`src/common/fbl_defs.svh`:
```
// constants of the flash lock, reset and identification command block
// assumes a 40 MHz core clock and a 3-byte address serial host link
`ifndef FBL_DEFS_SVH
`define FBL_DEFS_SVH
`define FBL_OP_WRITE_EN   8'h06
`define FBL_OP_WRITE_DIS  8'h04
`define FBL_OP_BLK_LOCK   8'h36
`define FBL_OP_BLK_UNLOCK 8'h39
`define FBL_OP_LOCK_STAT  8'h3D
`define FBL_OP_GLB_LOCK   8'h7E
`define FBL_OP_GLB_UNLOCK 8'h98
`define FBL_OP_RESET_EN   8'h66
`define FBL_OP_RESET      8'h99
`define FBL_OP_UNIQUE_ID  8'h4B
`define FBL_OP_PARAM      8'h5A
// bytes in a frame before data out, opcode counted
`define FBL_LEN_OPONLY    4'h1
`define FBL_LEN_ADDR      4'h4
`define FBL_LEN_ADDR_DUMMY 4'h5
`define FBL_LEN_DUMMY4    4'h5
`define FBL_NUM_BLOCKS    256
`define FBL_NUM_LOCKS     288
`define FBL_SYNC_RST      7'h60
`define FBL_CLK_MHZ       40
`define FBL_READY_SHORT_US 30
`define FBL_READY_LONG_MS  12
`define FBL_READY_SHORT_CYC (`FBL_READY_SHORT_US * `FBL_CLK_MHZ)
`define FBL_READY_LONG_CYC  (`FBL_READY_LONG_MS * 1000 * `FBL_CLK_MHZ)
`endif

```
`src/common/fbl_pkg.sv`:
```
// types of the flash lock, reset and identification command block
// assumes nothing beyond the defs header
`default_nettype none
package fbl_pkg;
   typedef enum logic [1:0] {ST_IDLE, ST_CMD, ST_DATA, ST_RECOVER}
      fbl_state_t;
endpackage
`default_nettype wire

```
`src/logic/fbl_cmd.sv`:
```
// serial command interpreter for block locks, resets, unique id, params
// assumes link pins are asynchronous to i_ref_clk (link clock <= 5 MHz)
//
// Overview of operation
// - with protection select set, per-block lock bits decide write protection
// - with select clear, complement bit and five-bit protect field decide it
// - lock bits are volatile and all read 1 after power-up or reset
// - lock opcode plus address sets the addressed block or sector lock
// - unlock opcode plus address clears the addressed block or sector lock
// - lock commands ending off a byte boundary are rejected
// - lock status read returns the addressed lock bit in first byte
// - status read and global commands accept single or quad opcode
// - global lock sets every lock bit
// - global unlock clears every lock bit
// - reset runs only directly after reset enable; others cancel it
// - software reset restores defaults except the program/erase fail flag
// - software reset during program or erase aborts that operation
// - after pin reset: standby, write latch, busy and locks at defaults
// - while reset pin low, output floats and program/erase ends
// - recovery lasts 30 us, or 12 ms after erase or register write
// - unique id: four dummy bytes then a fixed 128-bit identifier
// - param read: three address bytes, one dummy, then table bytes
// - raising select during param data stops the output drive
`timescale 1ns/100ps
`include "fbl_defs.svh"
`default_nettype none
module fbl_cmd #(
   parameter int unsigned    P_READY_LONG_CYC = `FBL_READY_LONG_CYC,
   // arbitrary value, one per part in silicon
   parameter logic [127:0]   P_UNIQUE_ID = 128'h0123456789ABCDEF0011223344556677
) (
   input  wire logic         i_ref_clk,
   input  wire logic         i_reset_n,
   input  wire logic         i_sclk,
   input  wire logic         i_cs_n,
   input  wire logic [3:0]   i_sio,
   output logic      [3:0]   o_sio,
   output logic      [3:0]   o_sio_oe,
   input  wire logic         i_rst_pin_n,
   input  wire logic         i_qpi_mode,
   input  wire logic         i_protection_select_bit,
   input  wire logic         i_protect_complement_bit,
   input  wire logic [4:0]   i_block_protect_field,
   input  wire logic         i_busy_flag,
   input  wire logic         i_long_op,
   input  wire logic         i_pe_fail_set,
   input  wire logic [23:0]  i_query_addr,
   output logic              o_query_protected,
   output logic [23:0]       o_param_addr,
   input  wire logic [7:0]   i_param_data,
   output logic              o_write_enable_latch,
   output logic              o_program_erase_fail_flag,
   output logic              o_abort_program,
   output logic              o_recovering,
   output fbl_pkg::fbl_state_t o_state
);
   import fbl_pkg::*;

   localparam int unsigned LOCKS = `FBL_NUM_LOCKS;

   // blocks 0 and 255 lock per 4 KB sector, entries 256..287
   function automatic logic [8:0] lock_idx(input logic [23:0] a);
      if (a[23:16] == 8'h00 || a[23:16] == 8'hFF)
         lock_idx = {4'h8, a[23], a[15:12]};
      else
         lock_idx = {1'b0, a[23:16]};
   endfunction

   logic [6:0]       sync1, sync2;
   fbl_state_t       state, next_state;
   logic [7:0]       sh_in, next_sh_in, opcode, next_opcode;
   logic [7:0]       out_sh, next_out_sh, shifted, load_byte;
   logic [3:0]       bit_cnt, next_bit_cnt, byte_cnt, next_byte_cnt;
   logic [3:0]       out_bits, next_out_bits, out_idx, next_out_idx;
   logic [3:0]       so, next_so, lanes, sum_bits;
   logic [23:0]      addr, next_addr;
   logic [18:0]      rec_cnt, next_rec_cnt;
   logic [LOCKS-1:0] locks, next_locks;
   logic [8:0]       hit, span;
   logic [9:0]       bp_sum;
   logic             sclk_q, cs_q, write_enable_latch, next_wel, armed, next_armed;
   logic             pef, next_pef, abort, next_abort;
   logic             pin_n, cs_n, sclk_rise, sclk_fall;
   logic             lock_all, unlock_all, lock_one, unlock_one;
   logic             soft_rst, frame_end, on_boundary;

   // two flops on every pin before anything looks at it
   always_ff @(posedge i_ref_clk) begin
      if (!i_reset_n) begin
         sync1  <= `FBL_SYNC_RST;
         sync2  <= `FBL_SYNC_RST;
         sclk_q <= 1'b0;
         cs_q   <= 1'b1;
      end else begin
         sync1  <= {i_rst_pin_n, i_cs_n, i_sclk, i_sio};
         sync2  <= sync1;
         sclk_q <= sync2[4];
         cs_q   <= sync2[5];
      end
   end

   assign pin_n     = sync2[6];
   assign cs_n      = sync2[5];
   assign sclk_rise = sync2[4] & ~sclk_q;
   assign sclk_fall = ~sync2[4] & sclk_q;
   assign lanes     = i_qpi_mode ? 4'h4 : 4'h1;
   assign sum_bits  = bit_cnt + lanes;
   assign shifted   = i_qpi_mode ? {sh_in[3:0], sync2[3:0]}
                                 : {sh_in[6:0], sync2[0]};
   assign hit       = lock_idx(addr);
   assign frame_end = cs_n & ~cs_q & (state == ST_CMD || state == ST_DATA);
   assign on_boundary = (bit_cnt == 4'h0);

   always_comb begin
      case (opcode)
         `FBL_OP_LOCK_STAT: load_byte = {7'h00, locks[hit]};
         `FBL_OP_UNIQUE_ID: load_byte = P_UNIQUE_ID[8*(15-out_idx) +: 8];
         default:           load_byte = i_param_data;
      endcase
   end

   always_comb begin
      next_state    = state;
      next_sh_in    = sh_in;
      next_bit_cnt  = bit_cnt;
      next_byte_cnt = byte_cnt;
      next_opcode   = opcode;
      next_addr     = addr;
      next_out_sh   = out_sh;
      next_out_bits = out_bits;
      next_out_idx  = out_idx;
      next_so       = so;
      next_wel      = write_enable_latch;
      next_armed    = armed;
      next_pef      = pef | i_pe_fail_set;
      next_abort    = 1'b0;
      next_rec_cnt  = rec_cnt;
      lock_all      = 1'b0;
      unlock_all    = 1'b0;
      lock_one      = 1'b0;
      unlock_one    = 1'b0;
      soft_rst      = 1'b0;
      if (!pin_n) begin
         next_state   = ST_RECOVER;
         next_wel     = 1'b0;
         next_armed   = 1'b0;
         lock_all     = 1'b1;
         next_abort   = i_busy_flag;
         next_rec_cnt = (i_busy_flag && i_long_op)
                        ? 19'(P_READY_LONG_CYC - 1)
                        : 19'(`FBL_READY_SHORT_CYC - 1);
      end else if (state == ST_RECOVER) begin
         if (rec_cnt == 19'h00000)
            next_state = ST_IDLE;
         else
            next_rec_cnt = rec_cnt - 19'h00001;
      end else if (frame_end) begin
         next_state = ST_IDLE;
         if (byte_cnt != 4'h0)
            next_armed = 1'b0;
         if (on_boundary) begin
            case (opcode)
               `FBL_OP_WRITE_EN:
                  if (byte_cnt == `FBL_LEN_OPONLY) next_wel = 1'b1;
               `FBL_OP_WRITE_DIS:
                  if (byte_cnt == `FBL_LEN_OPONLY) next_wel = 1'b0;
               `FBL_OP_RESET_EN:
                  next_armed = (byte_cnt == `FBL_LEN_OPONLY);
               `FBL_OP_RESET:
                  soft_rst = armed && byte_cnt == `FBL_LEN_OPONLY;
               `FBL_OP_BLK_LOCK:
                  lock_one = write_enable_latch && byte_cnt == `FBL_LEN_ADDR;
               `FBL_OP_BLK_UNLOCK:
                  unlock_one = write_enable_latch && byte_cnt == `FBL_LEN_ADDR;
               `FBL_OP_GLB_LOCK:
                  lock_all = write_enable_latch && byte_cnt == `FBL_LEN_OPONLY;
               `FBL_OP_GLB_UNLOCK:
                  unlock_all = write_enable_latch && byte_cnt == `FBL_LEN_OPONLY;
               default: ;
            endcase
         end
         if (lock_one || unlock_one || lock_all || unlock_all)
            next_wel = 1'b0;
         if (soft_rst) begin
            next_state   = ST_RECOVER;
            next_wel     = 1'b0;
            next_armed   = 1'b0;
            lock_all     = 1'b1;
            next_abort   = i_busy_flag;
            next_rec_cnt = (i_busy_flag && i_long_op)
                           ? 19'(P_READY_LONG_CYC - 1)
                           : 19'(`FBL_READY_SHORT_CYC - 1);
         end
      end else if (cs_n) begin
         next_state = ST_IDLE;
      end else if (state == ST_IDLE) begin
         next_state    = ST_CMD;
         next_bit_cnt  = 4'h0;
         next_byte_cnt = 4'h0;
         next_out_idx  = 4'h0;
         next_opcode   = 8'h00;
      end else if (state == ST_CMD && sclk_rise) begin
         next_sh_in   = shifted;
         next_bit_cnt = (sum_bits == 4'h8) ? 4'h0 : sum_bits;
         if (sum_bits == 4'h8) begin
            if (byte_cnt != 4'hF)
               next_byte_cnt = byte_cnt + 4'h1;
            if (byte_cnt == 4'h0)
               next_opcode = shifted;
            else if (byte_cnt < `FBL_LEN_ADDR)
               next_addr = {addr[15:0], shifted};
            if ((opcode == `FBL_OP_LOCK_STAT && byte_cnt == 4'h3) ||
                (opcode == `FBL_OP_PARAM && byte_cnt == 4'h4) ||
                (opcode == `FBL_OP_UNIQUE_ID && byte_cnt == 4'h4)) begin
               next_state    = ST_DATA;
               next_out_bits = 4'h8;
               next_out_sh   = load_byte;
               next_out_idx  = out_idx + 4'h1;
               if (opcode == `FBL_OP_PARAM)
                  next_addr = addr + 24'h000001;
               // last address byte is not in addr yet
               if (opcode == `FBL_OP_LOCK_STAT)
                  next_out_sh = {7'h00, locks[lock_idx(next_addr)]};
            end
         end
      end else if (state == ST_DATA && sclk_fall) begin
         next_so     = i_qpi_mode ? out_sh[7:4] : {2'b00, out_sh[7], 1'b0};
         next_out_sh = i_qpi_mode ? {out_sh[3:0], 4'h0}
                                  : {out_sh[6:0], 1'b0};
         next_out_bits = out_bits - lanes;
         if (out_bits == lanes) begin
            next_out_bits = 4'h8;
            next_out_sh   = load_byte;
            next_out_idx  = out_idx + 4'h1;
            if (opcode == `FBL_OP_PARAM)
               next_addr = addr + 24'h000001;
         end
      end
   end

   genvar gi;
   generate
      for (gi = 0; gi < LOCKS; gi++) begin : g_lock
         assign next_locks[gi] =
            lock_all   ? 1'b1 :
            unlock_all ? 1'b0 :
            (lock_one && hit == 9'(gi))   ? 1'b1 :
            (unlock_one && hit == 9'(gi)) ? 1'b0 :
            locks[gi];
      end
   endgenerate

   always_ff @(posedge i_ref_clk) begin
      if (!i_reset_n) begin
         state    <= ST_IDLE;
         sh_in    <= 8'h00;
         bit_cnt  <= 4'h0;
         byte_cnt <= 4'h0;
         opcode   <= 8'h00;
         addr     <= 24'h000000;
         out_sh   <= 8'h00;
         out_bits <= 4'h0;
         out_idx  <= 4'h0;
         so       <= 4'h0;
         write_enable_latch      <= 1'b0;
         armed    <= 1'b0;
         pef      <= 1'b0;
         abort    <= 1'b0;
         rec_cnt  <= 19'h00000;
         locks    <= '1;
      end else begin
         state    <= next_state;
         sh_in    <= next_sh_in;
         bit_cnt  <= next_bit_cnt;
         byte_cnt <= next_byte_cnt;
         opcode   <= next_opcode;
         addr     <= next_addr;
         out_sh   <= next_out_sh;
         out_bits <= next_out_bits;
         out_idx  <= next_out_idx;
         so       <= next_so;
         write_enable_latch      <= next_wel;
         armed    <= next_armed;
         pef      <= next_pef;
         abort    <= next_abort;
         rec_cnt  <= next_rec_cnt;
         locks    <= next_locks;
      end
   end

   // protect field counts top blocks: 0 none, n gives 2^(n-1), 9+ all
   always_comb begin
      if (i_block_protect_field == 5'h00)
         span = 9'h000;
      else if (i_block_protect_field > 5'h09)
         span = 9'h100;
      else
         span = 9'h001 << (i_block_protect_field - 5'h01);
      bp_sum = {2'b00, i_query_addr[23:16]} + {1'b0, span};
   end

   assign o_query_protected = i_protection_select_bit
      ? locks[lock_idx(i_query_addr)]
      : ((bp_sum >= 10'h100) ^ i_protect_complement_bit);

   // drive only in data phase; pin reset or select high floats at once
   assign o_sio_oe = (state == ST_DATA && pin_n && !cs_n)
                     ? (i_qpi_mode ? 4'hF : 4'h2) : 4'h0;
   assign o_sio                     = so;
   assign o_param_addr              = addr;
   assign o_write_enable_latch      = write_enable_latch;
   assign o_program_erase_fail_flag = pef;
   assign o_abort_program           = abort;
   assign o_recovering              = (state == ST_RECOVER);
   assign o_state                   = state;
endmodule // fbl_cmd
`default_nettype wire

```
`config.mk`:
```
export PLATFORM = sky130hd
export DESIGN_NAME = fbl_cmd
export DESIGN_NICKNAME = d
export VERILOG_FILES = /design/src/common/fbl_pkg.sv /design/src/logic/fbl_cmd.sv
export VERILOG_INCLUDE_DIRS = /design/src /design/src/common
export SDC_FILE = /design/constraint.sdc
export NUM_CORES = 2
export LEC_CHECK = 0
export BUFFER_PORTS_ARGS = -buffer_cell sky130_fd_sc_hd__buf_2
export CORE_ASPECT_RATIO = 1.75
export CORE_MARGIN = 1.5
export CORE_UTILIZATION = 40
export CTS_CLUSTER_SIZE = 10
export DETAILED_ROUTE_END_ITERATION = 16
export PLACE_DENSITY_LB_ADDON = 0.1
export RECOVER_POWER = 100
export SLEW_MARGIN = 0
export SYNTH_ARGS = -nofsm -noshare
export SYNTH_HDL_FRONTEND = slang
export SYNTH_SLANG_ARGS = --single-unit
```
`constraint.sdc`:
```
create_clock -name i_ref_clk -period 9.75 [get_ports i_ref_clk]
set_input_delay 2.925 -clock i_ref_clk [delete_from_list [all_inputs] [get_ports i_ref_clk]]
set_output_delay 2.925 -clock i_ref_clk [all_outputs]
set_load 0.02 [all_outputs]
```
==> flow_summary_export.csv <==
group,metric,value,unit
die,fp-row-count,126,
power,p_per_area,125,nW/µm²
power,finalPower,3.78,mW
sta,whs,0.417,ns
setup_path,critPathArrivalTime,10.37,ns
logic_synthesis,synthCells,3843,
logic_synthesis,synth-seq-area-share,29.1,%
logic_synthesis,yosysWarningCount,0,
die,fp.dieW,200,µm
die,boundaryPins,91,
layout,syn2layout_area_growth,11.1,%
die,die_area,69900,µm²
logic_synthesis,synth_edf_count,0,
drt,post_drt_wl_per_cell,28.8,µm
power,clkPwrFrac,44.7,%
run,cap_violations,11,
drt,ant_nets,0,
run_status,failed_checks,"max-capacitance violations, max-slew violations, negative setup slack",
setup_path,cp-start-kind,"flop",
logic_synthesis,yosysMostFrequentCell,"nand2_1",
logic_synthesis,syn_area,27300,µm²
sta,slew_headroom,-133,%
clocking,hold_buffers,0,
sta,fin_skew,0.0271,ns
setup_path,endpoint_kind,"flop",
sta,setup_violations,2,
logic_synthesis,ys_dominant_reg_cell,"dfxtp_1",
layout,final_core_util,44.9,%
run_status,outcome,"complete, but fails checks",
clocking,cts_buffers,47,
clocking,root_buffer,"clkbuf_16",
global_route,grtUsageTotal,36.8,%
global_route,grt_max_degree,102,
placement,port_buffers,78,
logic_synthesis,netlist_top_cells_area,"dfxtp_1 29%, nand2_1 11%, a22oi_1 7.3%, o21ai_0 6.8%, a211oi_1 4.6%",
sta,setup_tns,-0.153,ns
sta,slew_violations,479,
power,p_switching,1.06,mW
layout,final_cell_area,30300,µm²
logic_synthesis,synth_commonest_cells,"812 x nand2_1, 396 x dfxtp_1, 372 x o21ai_0",
clocking,max-clock-path-buffers,3,
global_route,grt_pass1_vias,28700,
die,core,67500,µm²
global_route,grt_overflow,0,
sta,hold_viol_final,0,
power,p_int,2.72,mW
drt,num_vias,31200,
sta,min_period_over_period,101,%
drt,viasPerCell,6.68,
clocking,clk_pin_slew,0.06,ns
placement,dpl_cell_area,28900,µm²
power,seqPwrFrac,43.2,%
power,ir_worst_vdd,0.123,mV
setup_path,critPathKind,"reg2reg",
logic_synthesis,synth-seq-cells,396,
clocking,clkSinkCount,396,
logic_synthesis,synth.top_cell.area_share,29.1,%
setup_path,required,10.27,ns
placement,place_congestion,0.964,
drt,drc,0,
clocking,cts_tree,"built",
global_route,grt_pass1_wl,194,mm
placement,dpl.hpwl,86.8,mm
sta,setup_ws,-0.0963,ns
power,leakagePower,12.8,nW
logic_synthesis,synth_area_per_cell,7.10,µm²
sta,tightest_slew,3.50,ns
worst_hold_path,hold_path_class,"reg2reg",
die,start_util,40.4,%
sta,rsz0062_at_grt,"false",
clocking,htreeDepth,2,
clocking,clk_latency,0.63,ns
power,sw_frac_of_total,28.0,%
logic_synthesis,async_flop_share,0,%
sta,fmax,0.102,GHz
drt,drt_iter0_drc,3255,
logic_synthesis,syn-num-nets,3918,
sta,period_minus_slack,9.85,ns
power,comb_power_share,12.1,%
logic_synthesis,ys_types,89,
die,die_h,349,µm
drt,dr.pass1.iters,9,
layout,drive_above_1_share,9.73,%
global_route,antenna_found_initial,5,
logic_synthesis,yosysTopAreaCell,"dfxtp_1",
setup_path,crit_fanout,39,
layout,layout.nets,3835,
drt,drt-total-wl,135,mm
flip-flops by register name (all words and copies together) (netlist names), 2 cells and up:
name and count:
opcode 8, out_bits 4, locks 288, o_param_addr 24, out_sh 8, o_sio 4, sync2 7, out_idx 4
sync1 7, rec_cnt 19, bit_cnt 4, sh_in 7, o_state 2, byte_cnt 4
cell usage in the layout (no fill, tap or decap), types with 23 or more instances in the layout:
master     Yosys  final
a22oi_1      264    264
nand4_1       34     34
nor2b_1       30     30
nor3_1        83     73
ha_1          23     23
a211oi_1     167    160
dfxtp_1      396    396
a21oi_1      173    168
a31oi_1       93     93
and2_1       100     84
clkbuf_1     301     53
nand3_1      128    127
buf_2         36     44
clkbuf_16      0     50
buf_4          8    138
and3_1        63     63
inv_1         28     28
o21ai_0      372    370
o21a_1        40     40
mux2i_1      101     97
nor2_1       146    144
a21boi_0      40     40
nand2_1      812    811
a311oi_1      51     51
what timing repair did:
item / in CTS / in global routing
resized for setup: 0 / 18
setup endpoints to repair: 0 / 1
buffers inserted: 0 / 6
cells by family after synthesis:
| kind of cell | Yosys count | share of synthesized area, % |
|---|---|---|
| simple gates | 1501 | 25.2 |
| compound gates | 1365 | 33.1 |
| buf+inv | 411 | 6.07 |
| flops | 396 | 29.1 |
| mux | 124 | 4.86 |
| xor+xnor | 23 | 0.738 |
| fa+ha+maj | 23 | 1.05 |
final cells by class:
type                    count  area [µm²]
flip-flops and latches    396        7930
inverters                  29         109
diodes                      5        12.5
fillers                  7104       37200
clock buffers              60        1340
repair buffers            249        1780
well taps                 896        1120
clock inverters             2        10.0
multi-input cells        3037       18000
metal layers:
| layer | global-route usage [%] | part of all wire [%] | wire [µm] | vias to the layer above |
|---|---|---|---|---|
| li1 | - | - | - | 13900 |
| met1 | 40.1 | 35 | 47100 | 14900 |
| met2 | 61.0 | 46 | 62400 | 1763 |
| met3 | 7.97 | 8.6 | 11600 | 616 |
| met4 | 31.3 | 9.9 | 13300 | 4 |
| met5 | 0 | 0.020 | 27 | - |
power by group through the flow:
stage	Sequential (mW)	Combinational (mW)	Clock [mW]
floorplan	1.67	0.276	0
detailed placement	1.67	0.425	0
global route	1.63	0.476	1.76
CTS	1.63	0.427	1.71
global placement	1.67	0.424	0
finish	1.63	0.456	1.69
path summary, 6_finish.rpt:
kind / start / endpoint / slack, ns / cells after the start
hold / removal: sync1[6]$_SDFF_PN1_ / sync2[6]$_SDFF_PN1_ / 0.42 / 1
setup reg to reg: o_param_addr[20]$_SDFFE_PN0P_ / out_sh[0]$_SDFFE_PN0P_ / -0.1 / 16
hold reg to reg: sync1[6]$_SDFF_PN1_ / sync2[6]$_SDFF_PN1_ / 0.42 / 1
setup / recovery: o_param_addr[20]$_SDFFE_PN0P_ / out_sh[0]$_SDFFE_PN0P_ / -0.1 / 16
critical path: stages, from the launching register on:
cell and delay [ns]:
dfxtp_1 0.30, clkbuf_1 1.05, nand2_1 0.98, or3_1 0.98, nand2_1 0.63, and2_0 2.42, buf_2 0.80, nand2_1 0.12
nand3_1 0.10, a21oi_1 0.10, or4_1 0.70, a221oi_1 0.34, a31oi_1 0.12, a31oi_1 0.45, o21a_1 0.16, o311ai_0 0.11
a21oi_1 0.30
per-stage QoR:
stage	setup slack [ns]	std cells
global placement	0.0822	4598
CTS	0.0632	4660
finish	-0.0963	4674
global route	0.0137	4669
floorplan	0.371	3843
detailed placement	0.0826	4598
(Power assumes the default switching activity.)
